File: config.mk
export PLATFORM = sky130hd
export DESIGN_NAME = ebp_phaser
export DESIGN_NICKNAME = d
export VERILOG_FILES = /design/src/ebp_pkg.sv /design/src/ebp_cpu_tick.sv /design/src/ebp_phaser.sv
export SDC_FILE = /design/constraint.sdc
export NUM_CORES = 1
export LEC_CHECK = 0
export BUFFER_PORTS_ARGS = -buffer_cell sky130_fd_sc_hd__clkbuf_2
export CELL_PAD_IN_SITES_DETAIL_PLACEMENT = 0
export CELL_PAD_IN_SITES_GLOBAL_PLACEMENT = 1
export CORE_ASPECT_RATIO = 2
export CORE_UTILIZATION = 41
export CTS_BUF_LIST = sky130_fd_sc_hd__clkbuf_4 sky130_fd_sc_hd__clkbuf_8 sky130_fd_sc_hd__clkbuf_16
export CTS_CLUSTER_DIAMETER = 120
export CTS_CLUSTER_SIZE = 30
export DETAILED_ROUTE_END_ITERATION = 12
export PLACE_DENSITY_LB_ADDON = 0.1
export SLEW_MARGIN = 20
export SYNTH_ARGS = -nofsm -noshare
export SYNTH_HDL_FRONTEND = slang
export SYNTH_HIERARCHICAL = 1
export SYNTH_SLANG_ARGS = --single-unit
File: constraint.sdc
create_clock -name clk -period 2.8 [get_ports clk]
set_input_delay 0.56 -clock clk [delete_from_list [all_inputs] [get_ports clk]]
set_output_delay 0.56 -clock clk [all_outputs]
set_load 0.01 [all_outputs]
File: src/ebp_pkg.sv
// Shared constants for the external bus cycle phaser
package ebp_pkg;
  // Register byte addresses
  localparam logic [7:0] ADDR_TIMING0 = 8'h00; // Chip-select timing regs, one word each
  localparam logic [7:0] ADDR_CONFIG  = 8'h40;
  localparam logic [7:0] ADDR_STATUS  = 8'h44;
  // Timing register field positions
  localparam int F_AB     = 0;  // Address setup base: 0 -> 1, 1 -> 2 periods
  localparam int F_EXT_LO = 1;  // Window change extension, 2 bits
  localparam int F_CMD_LO = 3;  // Command delay, 2 bits
  localparam int F_DS     = 5;  // Write data setup / mux tristate, 1 bit
  localparam int F_ACC_LO = 6;  // Access length minus one, 5 bits
  localparam int F_HLD_LO = 11; // Hold, 2 bits
  localparam int F_MUX    = 13; // Multiplexed bus mode
  localparam int TIM_W    = 14;
  // Config register field positions
  localparam int F_HALVE  = 0;  // cpu_clock_halving_select
  // Reset values
  localparam logic [TIM_W-1:0] TIM_RST    = 14'h07C1;
  localparam logic             HALVE_RST  = 1'b0;
  // Clock
  localparam int CLK_MHZ  = 250;
  // Phase lengths are held in this many bits
  localparam int LEN_W    = 6;
  // Bus phases
  typedef enum logic [2:0] {PH_IDLE, PH_AB, PH_C, PH_D, PH_E, PH_F} ebp_phase_t;
endpackage

File: src/ebp_cpu_tick.sv
// CPU clock period marker derived from the master clock
`timescale 1ns/1ps
module ebp_cpu_tick (
  // Clock and reset
  input  wire logic clk,
  input  wire logic rstn,
  // Control
  input  wire logic halve,
  // Marker of a CPU clock period end
  output logic      tick
);
  // Full rate marks every edge, half rate every other edge
  always_ff @(posedge clk or negedge rstn) begin
    if (!rstn) begin
      tick <= 1'b1;
    end else begin
      tick <= halve ? ~tick : 1'b1;
    end
  end

  half_rate_a: assert property (@(posedge clk) disable iff (!rstn) (halve && tick) |=> !tick)
    else $error("half rate tick repeated");
  full_rate_a: assert property (@(posedge clk) disable iff (!rstn) !halve |=> tick)
    else $error("full rate tick missing");
endmodule // ebp_cpu_tick

File: src/ebp_phaser.sv
// External bus cycle sequencer with chip-select timing registers
`timescale 1ns/1ps
module ebp_phaser #(
  parameter int NCS    = 4,
  parameter int ADDR_W = 24,
  parameter int DATA_W = 16
) (
  // Clock and reset
  input  wire logic                   clk,
  input  wire logic                   rstn,
  // Register port
  input  wire logic [7:0]             reg_addr,
  input  wire logic [31:0]            reg_wdata,
  input  wire logic                   reg_wr,
  input  wire logic                   reg_rd,
  output logic      [31:0]            reg_rdata,
  // Access requests from the bus master
  input  wire logic                   req,
  input  wire logic                   req_we,
  input  wire logic                   req_ube,
  input  wire logic [$clog2(NCS)-1:0] req_cs,
  input  wire logic [ADDR_W-1:0]      req_addr,
  input  wire logic [DATA_W-1:0]      req_wdata,
  output logic                        busy,
  output logic                        done,
  output logic      [DATA_W-1:0]      rdata,
  // External bus pins
  output logic      [ADDR_W-1:0]      bus_addr,
  output logic      [NCS-1:0]         cs_n,
  output logic                        ale,
  output logic                        rd_n,
  output logic                        wr_n,
  output logic                        upper_byte_select_n,
  output logic      [DATA_W-1:0]      data_out,
  output logic                        data_oe,
  input  wire logic [DATA_W-1:0]      data_in
);
  localparam int CS_W = $clog2(NCS);

  ebp_pkg::ebp_phase_t st_r, st_nxt;
  logic [ebp_pkg::TIM_W-1:0] chip_select_timing_regs [NCS];
  logic [ebp_pkg::TIM_W-1:0] tim_r;
  logic                      halve_r;
  logic                      tick;
  logic                      we_r, ube_r, pend_r, chg_r;
  logic [CS_W-1:0]           cs_r, prev_cs_r;
  logic [DATA_W-1:0]         wdata_r, din_s1_r, din_s2_r;
  logic [ebp_pkg::LEN_W-1:0] cnt_r, cnt_nxt;
  logic                      leave;
  logic [ADDR_W-1:0]         req_addr_hold;
  logic [1:0]                leave_r;  // Bus idle marker, delayed past the read sync
  logic [1:0]                cap_r;    // Strobe end marker, delayed to match the sync flops

  // Length of a phase in CPU periods for a given timing word
  function automatic logic [ebp_pkg::LEN_W-1:0] phase_len(input ebp_pkg::ebp_phase_t ph,
                                                          input logic [ebp_pkg::TIM_W-1:0] t,
                                                          input logic chg);
    logic [ebp_pkg::LEN_W-1:0] l;
    l = '0;
    case (ph)
      ebp_pkg::PH_AB: begin
        l = ebp_pkg::LEN_W'(t[ebp_pkg::F_AB]) + 6'h1
          + (chg ? ebp_pkg::LEN_W'(t[ebp_pkg::F_EXT_LO +: 2]) : 6'h0);
      end
      ebp_pkg::PH_C: l = ebp_pkg::LEN_W'(t[ebp_pkg::F_CMD_LO +: 2]);
      ebp_pkg::PH_D: l = ebp_pkg::LEN_W'(t[ebp_pkg::F_DS]);
      ebp_pkg::PH_E: l = ebp_pkg::LEN_W'(t[ebp_pkg::F_ACC_LO +: 5]) + 6'h1;
      ebp_pkg::PH_F: l = ebp_pkg::LEN_W'(t[ebp_pkg::F_HLD_LO +: 2]);
      default: l = '0;
    endcase
    return l;
  endfunction

  // Following phase, skipping phases of zero length
  function automatic ebp_pkg::ebp_phase_t next_ph(input ebp_pkg::ebp_phase_t ph,
                                                  input logic [ebp_pkg::TIM_W-1:0] t);
    ebp_pkg::ebp_phase_t n;
    n = ebp_pkg::PH_IDLE;
    case (ph)
      ebp_pkg::PH_AB: begin
        if (t[ebp_pkg::F_CMD_LO +: 2] != 2'h0) n = ebp_pkg::PH_C;
        else if (t[ebp_pkg::F_DS]) n = ebp_pkg::PH_D;
        else n = ebp_pkg::PH_E;
      end
      ebp_pkg::PH_C: n = t[ebp_pkg::F_DS] ? ebp_pkg::PH_D : ebp_pkg::PH_E;
      ebp_pkg::PH_D: n = ebp_pkg::PH_E;
      ebp_pkg::PH_E: n = (t[ebp_pkg::F_HLD_LO +: 2] != 2'h0) ? ebp_pkg::PH_F : ebp_pkg::PH_IDLE;
      default: n = ebp_pkg::PH_IDLE;
    endcase
    return n;
  endfunction

  // CPU period marker
  ebp_cpu_tick u_tick (
    .clk   (clk),
    .rstn  (rstn),
    .halve (halve_r),
    .tick  (tick)
  );

  // Register writes
  always_ff @(posedge clk or negedge rstn) begin
    if (!rstn) begin
      for (int i = 0; i < NCS; i++) chip_select_timing_regs[i] <= ebp_pkg::TIM_RST;
      halve_r <= ebp_pkg::HALVE_RST;
    end else if (reg_wr) begin
      for (int i = 0; i < NCS; i++) begin
        if (reg_addr == ebp_pkg::ADDR_TIMING0 + 8'(4 * i))
          chip_select_timing_regs[i] <= reg_wdata[ebp_pkg::TIM_W-1:0];
      end
      if (reg_addr == ebp_pkg::ADDR_CONFIG) halve_r <= reg_wdata[ebp_pkg::F_HALVE];
    end
  end

  // Register reads, one cycle later
  always_ff @(posedge clk or negedge rstn) begin
    if (!rstn) begin
      reg_rdata <= '0;
    end else begin
      reg_rdata <= '0;
      if (reg_rd) begin
        for (int i = 0; i < NCS; i++) begin
          if (reg_addr == ebp_pkg::ADDR_TIMING0 + 8'(4 * i))
            reg_rdata <= 32'(chip_select_timing_regs[i]);
        end
        if (reg_addr == ebp_pkg::ADDR_CONFIG) reg_rdata <= 32'(halve_r);
        if (reg_addr == ebp_pkg::ADDR_STATUS) reg_rdata <= {24'h0, 1'b0, 3'(st_r), 3'h0, busy};
      end
    end
  end

  // Read data pins pass two flip-flops
  always_ff @(posedge clk or negedge rstn) begin
    if (!rstn) begin
      din_s1_r <= '0;
      din_s2_r <= '0;
    end else begin
      din_s1_r <= data_in;
      din_s2_r <= din_s1_r;
    end
  end

  // Request acceptance and latching
  always_ff @(posedge clk or negedge rstn) begin
    if (!rstn) begin
      busy      <= 1'b0;
      pend_r    <= 1'b0;
      we_r      <= 1'b0;
      ube_r     <= 1'b0;
      chg_r     <= 1'b0;
      cs_r      <= '0;
      prev_cs_r <= '0;
      wdata_r   <= '0;
      tim_r     <= ebp_pkg::TIM_RST;
      done      <= 1'b0;
      leave_r   <= 2'h0;
    end else begin
      leave_r <= {leave_r[0], leave}; // Done waits until the read result has landed
      done    <= leave_r[1];
      if (req && !busy) begin
        busy      <= 1'b1;
        pend_r    <= 1'b1;
        we_r      <= req_we;
        ube_r     <= req_ube;
        cs_r      <= req_cs;
        chg_r     <= (req_cs != prev_cs_r);
        prev_cs_r <= req_cs;
        wdata_r   <= req_wdata;
        tim_r     <= chip_select_timing_regs[req_cs];
      end else begin
        if (st_r == ebp_pkg::PH_IDLE && st_nxt == ebp_pkg::PH_AB) pend_r <= 1'b0;
        if (leave) busy <= 1'b0;
      end
    end
  end

  assign leave = (st_r != ebp_pkg::PH_IDLE) && (st_nxt == ebp_pkg::PH_IDLE);

  // Phase sequencing, advancing only on CPU period ends
  always_comb begin
    ebp_pkg::ebp_phase_t n;
    n       = ebp_pkg::PH_IDLE;
    st_nxt  = st_r;
    cnt_nxt = cnt_r;
    case (st_r)
      ebp_pkg::PH_IDLE: begin
        if (tick && pend_r) begin
          st_nxt  = ebp_pkg::PH_AB;
          cnt_nxt = phase_len(ebp_pkg::PH_AB, tim_r, chg_r) - 6'h1;
        end
      end
      ebp_pkg::PH_AB, ebp_pkg::PH_C, ebp_pkg::PH_D, ebp_pkg::PH_E, ebp_pkg::PH_F: begin
        if (tick) begin
          if (cnt_r == '0) begin
            n       = next_ph(st_r, tim_r);
            st_nxt  = n;
            cnt_nxt = (n == ebp_pkg::PH_IDLE) ? '0 : phase_len(n, tim_r, chg_r) - 6'h1;
          end else begin
            cnt_nxt = cnt_r - 6'h1;
          end
        end
      end
      default: st_nxt = ebp_pkg::PH_IDLE;
    endcase
  end

  // Phase state
  always_ff @(posedge clk or negedge rstn) begin
    if (!rstn) begin
      st_r  <= ebp_pkg::PH_IDLE;
      cnt_r <= '0;
    end else begin
      st_r  <= st_nxt;
      cnt_r <= cnt_nxt;
    end
  end

  // Bus pins follow the coming phase so they change on phase edges
  always_ff @(posedge clk or negedge rstn) begin
    if (!rstn) begin
      bus_addr            <= '0;
      cs_n                <= '1;
      ale                 <= 1'b0;
      rd_n                <= 1'b1;
      wr_n                <= 1'b1;
      upper_byte_select_n <= 1'b1;
      data_out            <= '0;
      data_oe             <= 1'b0;
    end else begin
      if (st_nxt == ebp_pkg::PH_AB) bus_addr <= req_addr_hold;
      cs_n                <= (st_nxt != ebp_pkg::PH_IDLE) ? ~(NCS'(1) << cs_r) : '1;
      ale                 <= (st_nxt == ebp_pkg::PH_AB);
      rd_n                <= !(st_nxt == ebp_pkg::PH_E && !we_r);
      wr_n                <= !(st_nxt == ebp_pkg::PH_E && we_r);
      upper_byte_select_n <= !(st_nxt != ebp_pkg::PH_IDLE && ube_r);
      if (tim_r[ebp_pkg::F_MUX] && st_nxt == ebp_pkg::PH_AB) begin
        data_out <= req_addr_hold[DATA_W-1:0];
        data_oe  <= 1'b1;
      end else if (we_r && (st_nxt == ebp_pkg::PH_E || st_nxt == ebp_pkg::PH_F ||
                   (st_nxt == ebp_pkg::PH_D && !tim_r[ebp_pkg::F_MUX]))) begin
        data_out <= wdata_r;
        data_oe  <= 1'b1;
      end else begin
        data_oe  <= 1'b0;
      end
    end
  end

  // Address of the accepted request
  always_ff @(posedge clk or negedge rstn) begin
    if (!rstn) req_addr_hold <= '0;
    else if (req && !busy) req_addr_hold <= req_addr;
  end

  // Pin value at the edge that raises the read strobe, out of the sync two edges later
  always_ff @(posedge clk or negedge rstn) begin
    if (!rstn) begin
      cap_r <= 2'h0;
      rdata <= '0;
    end else begin
      cap_r <= {cap_r[0], (st_r == ebp_pkg::PH_E && st_nxt != ebp_pkg::PH_E && !we_r)};
      if (cap_r[1]) rdata <= din_s2_r;
    end
  end

  // Checking helpers: periods spent and expected in the current phase
  logic [ebp_pkg::LEN_W-1:0] per_r;
  always_ff @(posedge clk or negedge rstn) begin
    if (!rstn) per_r <= '0;
    else if (st_nxt != st_r) per_r <= '0;
    else if (tick && st_r != ebp_pkg::PH_IDLE) per_r <= per_r + 6'h1;
  end
  logic [ebp_pkg::LEN_W-1:0] exp_len;
  assign exp_len = phase_len(st_r, tim_r, chg_r);

  phase_order_a: assert property (@(posedge clk) disable iff (!rstn)
    (st_r != st_nxt && st_r != ebp_pkg::PH_IDLE) |-> (st_nxt > st_r || st_nxt == ebp_pkg::PH_IDLE))
    else $error("bus phase out of order");
  access_len_a: assert property (@(posedge clk) disable iff (!rstn)
    (st_r == ebp_pkg::PH_E && st_nxt != ebp_pkg::PH_E) |-> (per_r + 6'h1 == exp_len && exp_len <= 6'h20))
    else $error("access phase length wrong");
  setup_len_a: assert property (@(posedge clk) disable iff (!rstn)
    (st_r == ebp_pkg::PH_AB && st_nxt != ebp_pkg::PH_AB) |-> (per_r + 6'h1 == exp_len && exp_len <= 6'h5))
    else $error("address setup length wrong");
  window_ext_a: assert property (@(posedge clk) disable iff (!rstn)
    (st_r == ebp_pkg::PH_AB && !chg_r) |-> (exp_len <= 6'h2))
    else $error("setup extended without window change");
  cmd_hold_len_a: assert property (@(posedge clk) disable iff (!rstn)
    ((st_r == ebp_pkg::PH_C || st_r == ebp_pkg::PH_F) && st_nxt != st_r) |-> (per_r + 6'h1 == exp_len))
    else $error("command or hold length wrong");
  data_setup_a: assert property (@(posedge clk) disable iff (!rstn)
    (st_r == ebp_pkg::PH_D) |-> (st_nxt == ebp_pkg::PH_E || !tick))
    else $error("data setup longer than one period");
  tick_only_a: assert property (@(posedge clk) disable iff (!rstn)
    (st_r != st_nxt) |-> tick)
    else $error("phase moved between cpu periods");
  read_capture_a: assert property (@(posedge clk) disable iff (!rstn)
    ($rose(rd_n) && !ale) |-> ##2 (rdata == $past(data_in, 3)))
    else $error("read data not captured at strobe end");
  strobe_span_a: assert property (@(posedge clk) disable iff (!rstn)
    (st_r == ebp_pkg::PH_E) |-> (rd_n == we_r && wr_n == !we_r))
    else $error("strobe not active through access");

  read_cycle_c: cover property (@(posedge clk) disable iff (!rstn) $rose(rd_n) ##[2:8] done);
  write_cycle_c: cover property (@(posedge clk) disable iff (!rstn) $rose(wr_n));
  window_change_c: cover property (@(posedge clk) disable iff (!rstn) st_r == ebp_pkg::PH_AB && exp_len == 6'h5);
  half_rate_c: cover property (@(posedge clk) disable iff (!rstn) halve_r && done);
endmodule // ebp_phaser

==> flow_summary.yaml <==
global_route:
  grt_pass1_vias: 7112
  grt_overflow: 0
  gr-usage-all-layers_pct: 19.0
  grt_pass1_wl_um: 38500
  grt_max_degree: 73
  antenna_found_initial: 0
setup_path:
  critical_path_depth: 11
  worst_path_max_delay_cell: "dfrtp_1"
  cp-endpoint: "data_out[14]"
  path_delay_family: "multiplexers"
  cp.required_ns: 3.18
  cpPeakStageDelay_ns: 0.43
  crit_arrival_ns: 3.08
  crit_type: "flop to flop"
  rr_worst_depth: 11
  crit_top_cell: "inv_2"
  crit_start: "cnt_r[0]"
  rr_endpoint: "data_out[14]"
  crit_chain: "inv_2 > ha_2 > nor2b_4 > and3_4 > a21oi_1 > a41oi_2 > inv_2 > a32oi_4 > bufbuf_16 > mux2_4 > mux2_2"
  r2r_slack_ns: 0.09
  worstSetupStartpointType: "flop"
  regToRegStartpoint: "cnt_r[0]"
  critPathBufInv: 3
  end_kind: "flop"
  cp_max_fo: 8
timing:
  fin_crit_ns: 2.71
  worstMarginPinSlew_ns: 0.682
  clock-skew-final_ns: 0.0339
  setup_slack_ns: 0.0945
  drv_slew: 0
  timing.hold.ws_ns: 0.171
  finalHoldViolCount: 0
  timing.fmax_mhz: 370
  rsz0062_at_grt: "true"
  setup_viol: 0
  post-route-period-util_pct: 96.6
  max-slew-margin-rel_pct: 54.6
  setup_tns_ns: 0
layout:
  antenna_cells: 0
  nets: 1042
  utilization_pct: 49.2
  num-fill-cells: 2301
  multi_input_area_um2: 4080
  layout-drive-gt1-share_pct: 52.0
  area_delta_synth_final_pct: 17.6
  seq_area_um2: 6150
  instances_no_fill: 1269
detailed_routing:
  drc: 0
  drt_first_pass_iters: 4
  drt-vias-per-instance: 5.14
  avgRoutedWirePerCell_um: 19.1
  totalWireLength_um: 24200
  ant_nets: 0
  num_vias: 6518
  drtIter0Drc: 238
die:
  die_area_um2: 26200
  coreArea_um2: 25000
  num_rows: 82
  die_h_um: 228
  die_width_um: 115
  io_pins: 204
  start_util_pct: 41.9
placed_design:
  gp_congestion: 0.782
  dpl_worst_slack_ns: 0.0157
  io_buffers: 167
  hpwl_um: 18000
  placed_cells: 1241
hold_path:
  min_path_type: "input pin to flop"
yosys:
  synth_top_family_by_area: "multiplexers"
  ys_seq_elements: 244
  synthesis.area_um2: 10500
  ys_seq_area_share_pct: 58.7
  synth_commonest_cells: "206 x dfrtp_1, 178 x mux2_2, 38 x dfstp_2"
  synth_compound_area_share_pct: 5.11
  synth_edf_count: 0
  synth.yosys.warnings: 6
  yosys.area.top_type: "dfrtp_1"
  synthMuxAreaShare_pct: 25.3
  synth_xor_area_share_pct: 0.669
  yosys.area_share.simple_pct: 5.74
  synth-adder-area-share_pct: 1.19
  async_flop_share_pct: 100
  synth_area_leaders: "dfrtp_1 49%, mux2_2 19%, dfstp_2 9.5%"
  synthFlopType: "dfrtp_1"
  synth_top_area_share_pct: 49.2
  yosysMostFrequentCell: "dfrtp_1"
  syn_inst: 744
  synth.avg_cell_area_um2: 14.1
  yosysUniqueCellTypes: 58
clock_network:
  clockRootBuffer: "clkbuf_16"
  clock_latency_ns: 0.49
  clock_sinks: 244
  cts-htree-levels: 1
  cts_tree: "built"
  path_clk_slew_ns: 0.12
  clockBufferDepth: 3
  cts_buffers: 12
pwr:
  ir_drop_uv: 494
  power.static_leakage_nw: 5.77
  powerDensity_nw_per_um2: 919
flow_run:
  cap_violations: 0
status:
  outcome: "complete, no violations"
[through the flow]
step	instance area [um2]	total power, mW
global placement	11800	9.07
CTS	12300	11.4
global route	12300	12.0
detailed placement	11800	9.28
floorplan	10500	7.84
finish	12300	11.3
[cell usage in the layout, fill, tap and decap left out, types with 3 or more instances in the layout]
cell       synthesis  final
a21oi_1           13     13
a22o_1             3      3
a22oi_1           11     11
a31oi_1            4      4
and3_1             4      4
buf_12             0      4
buf_4             21     31
clkbuf_16          0     13
clkbuf_2           0    166
clkbuf_4           0      6
conb_1             1     18
dfrtp_1          206    205
dfstp_2           38     38
ha_1              10      9
inv_1             14     11
inv_2              0      3
mux2_2           178    178
mux2_4             9      9
mux2i_1           17     17
mux4_2            15     15
nand2_1           34     34
nand2b_1           4      4
nand3_1            6      6
nand3b_1           3      3
nor2_1            26     26
nor2b_1           12     10
nor3_1             6      6
o211ai_1           3      3
o21ai_0           24     24
o22ai_1            4      4
or3_1              6      6
xnor2_1            6      6
[cells by family (layout without fill, tap and decap cells)]
| logic type | after synthesis | in the layout |
|---|---|---|
| XOR/XNOR | 8 | 8 |
| buffers and inverters | 67 | 239 |
| adder cells (fa/ha/maj) | 10 | 10 |
| AND/OR/NAND/NOR | 115 | 115 |
| AO/OA/AOI/OAI | 80 | 80 |
| multiplexers | 219 | 219 |
| other | 1 | 18 |
| flip-flops | 244 | 244 |
[state kept, by name, indices dropped and copies added, names as in the netlist, 6 cells and up]
| register | count |
|---|---|
| chip_select_timing_regs | 56 |
| bus_addr | 24 |
| req_addr_hold | 24 |
| data_out | 16 |
| din_s1_r | 16 |
| din_s2_r | 16 |
| rdata | 16 |
| wdata_r | 16 |
| reg_rdata | 14 |
| tim_r | 14 |
| cnt_r | 6 |
[layer usage]
| layer | GRT usage (%) | up-vias | share of wire, % | wire length, um |
|---|---|---|---|---|
| met4 | 8.04 | 0 | 3.7 | 897 |
| li1 | - | 2969 | - | - |
| met1 | 19.8 | 3329 | 35 | 8590 |
| met3 | 2.23 | 48 | 3.8 | 911 |
| met5 | 0 | - | 0 | 0 |
| met2 | 36.9 | 172 | 57 | 13800 |
[how the worst min path moves through the flow]
stage           startpoint            to  slack [ns]  depth (start not counted)
2_1_floorplan         rstn           ale        0.26                          0
3_3_place_gp   din_s1_r[0]   din_s2_r[0]        0.33                          0
3_5_place_dp   din_s1_r[0]   din_s2_r[0]        0.33                          0
4_1_cts         data_in[6]   din_s1_r[6]        0.15                          1
5_1_grt        data_in[11]  din_s1_r[11]        0.14                          1
6_report        data_in[6]   din_s1_r[6]        0.17                          1
[cell type report]
| cell class | count | share of cell area [%] |
|---|---|---|
| sequential | 244 | 50.0 |
| multi-input combinational | 450 | 33.1 |
| timing repair buffer | 205 | 9.84 |
| tap | 336 | 3.41 |
| clock buffer | 19 | 3.01 |
| inverter | 14 | 0.427 |
| clock inverter | 1 | 0.244 |
[power by group]
group	internal, mW	switching, mW	total, mW
Sequential	4.55	0.652	5.20
Combinational	2.14	1.90	4.04
Clock	0.951	1.13	2.08
[what timing repair did]
| action | 4_1_cts | 5_1_grt |
|---|---|---|
| pin swaps | 1 | 2 |
| cloned | 1 | 0 |
| buffers inserted | 1 | 5 |
| hold buffers | 1 | 0 |
| endpoints found under the hold margin | 18 | 0 |
| setup endpoints to repair | 6 | 16 |
| resized for setup | 2 | 8 |
No activity file was read; power rests on OpenSTA's default activity.
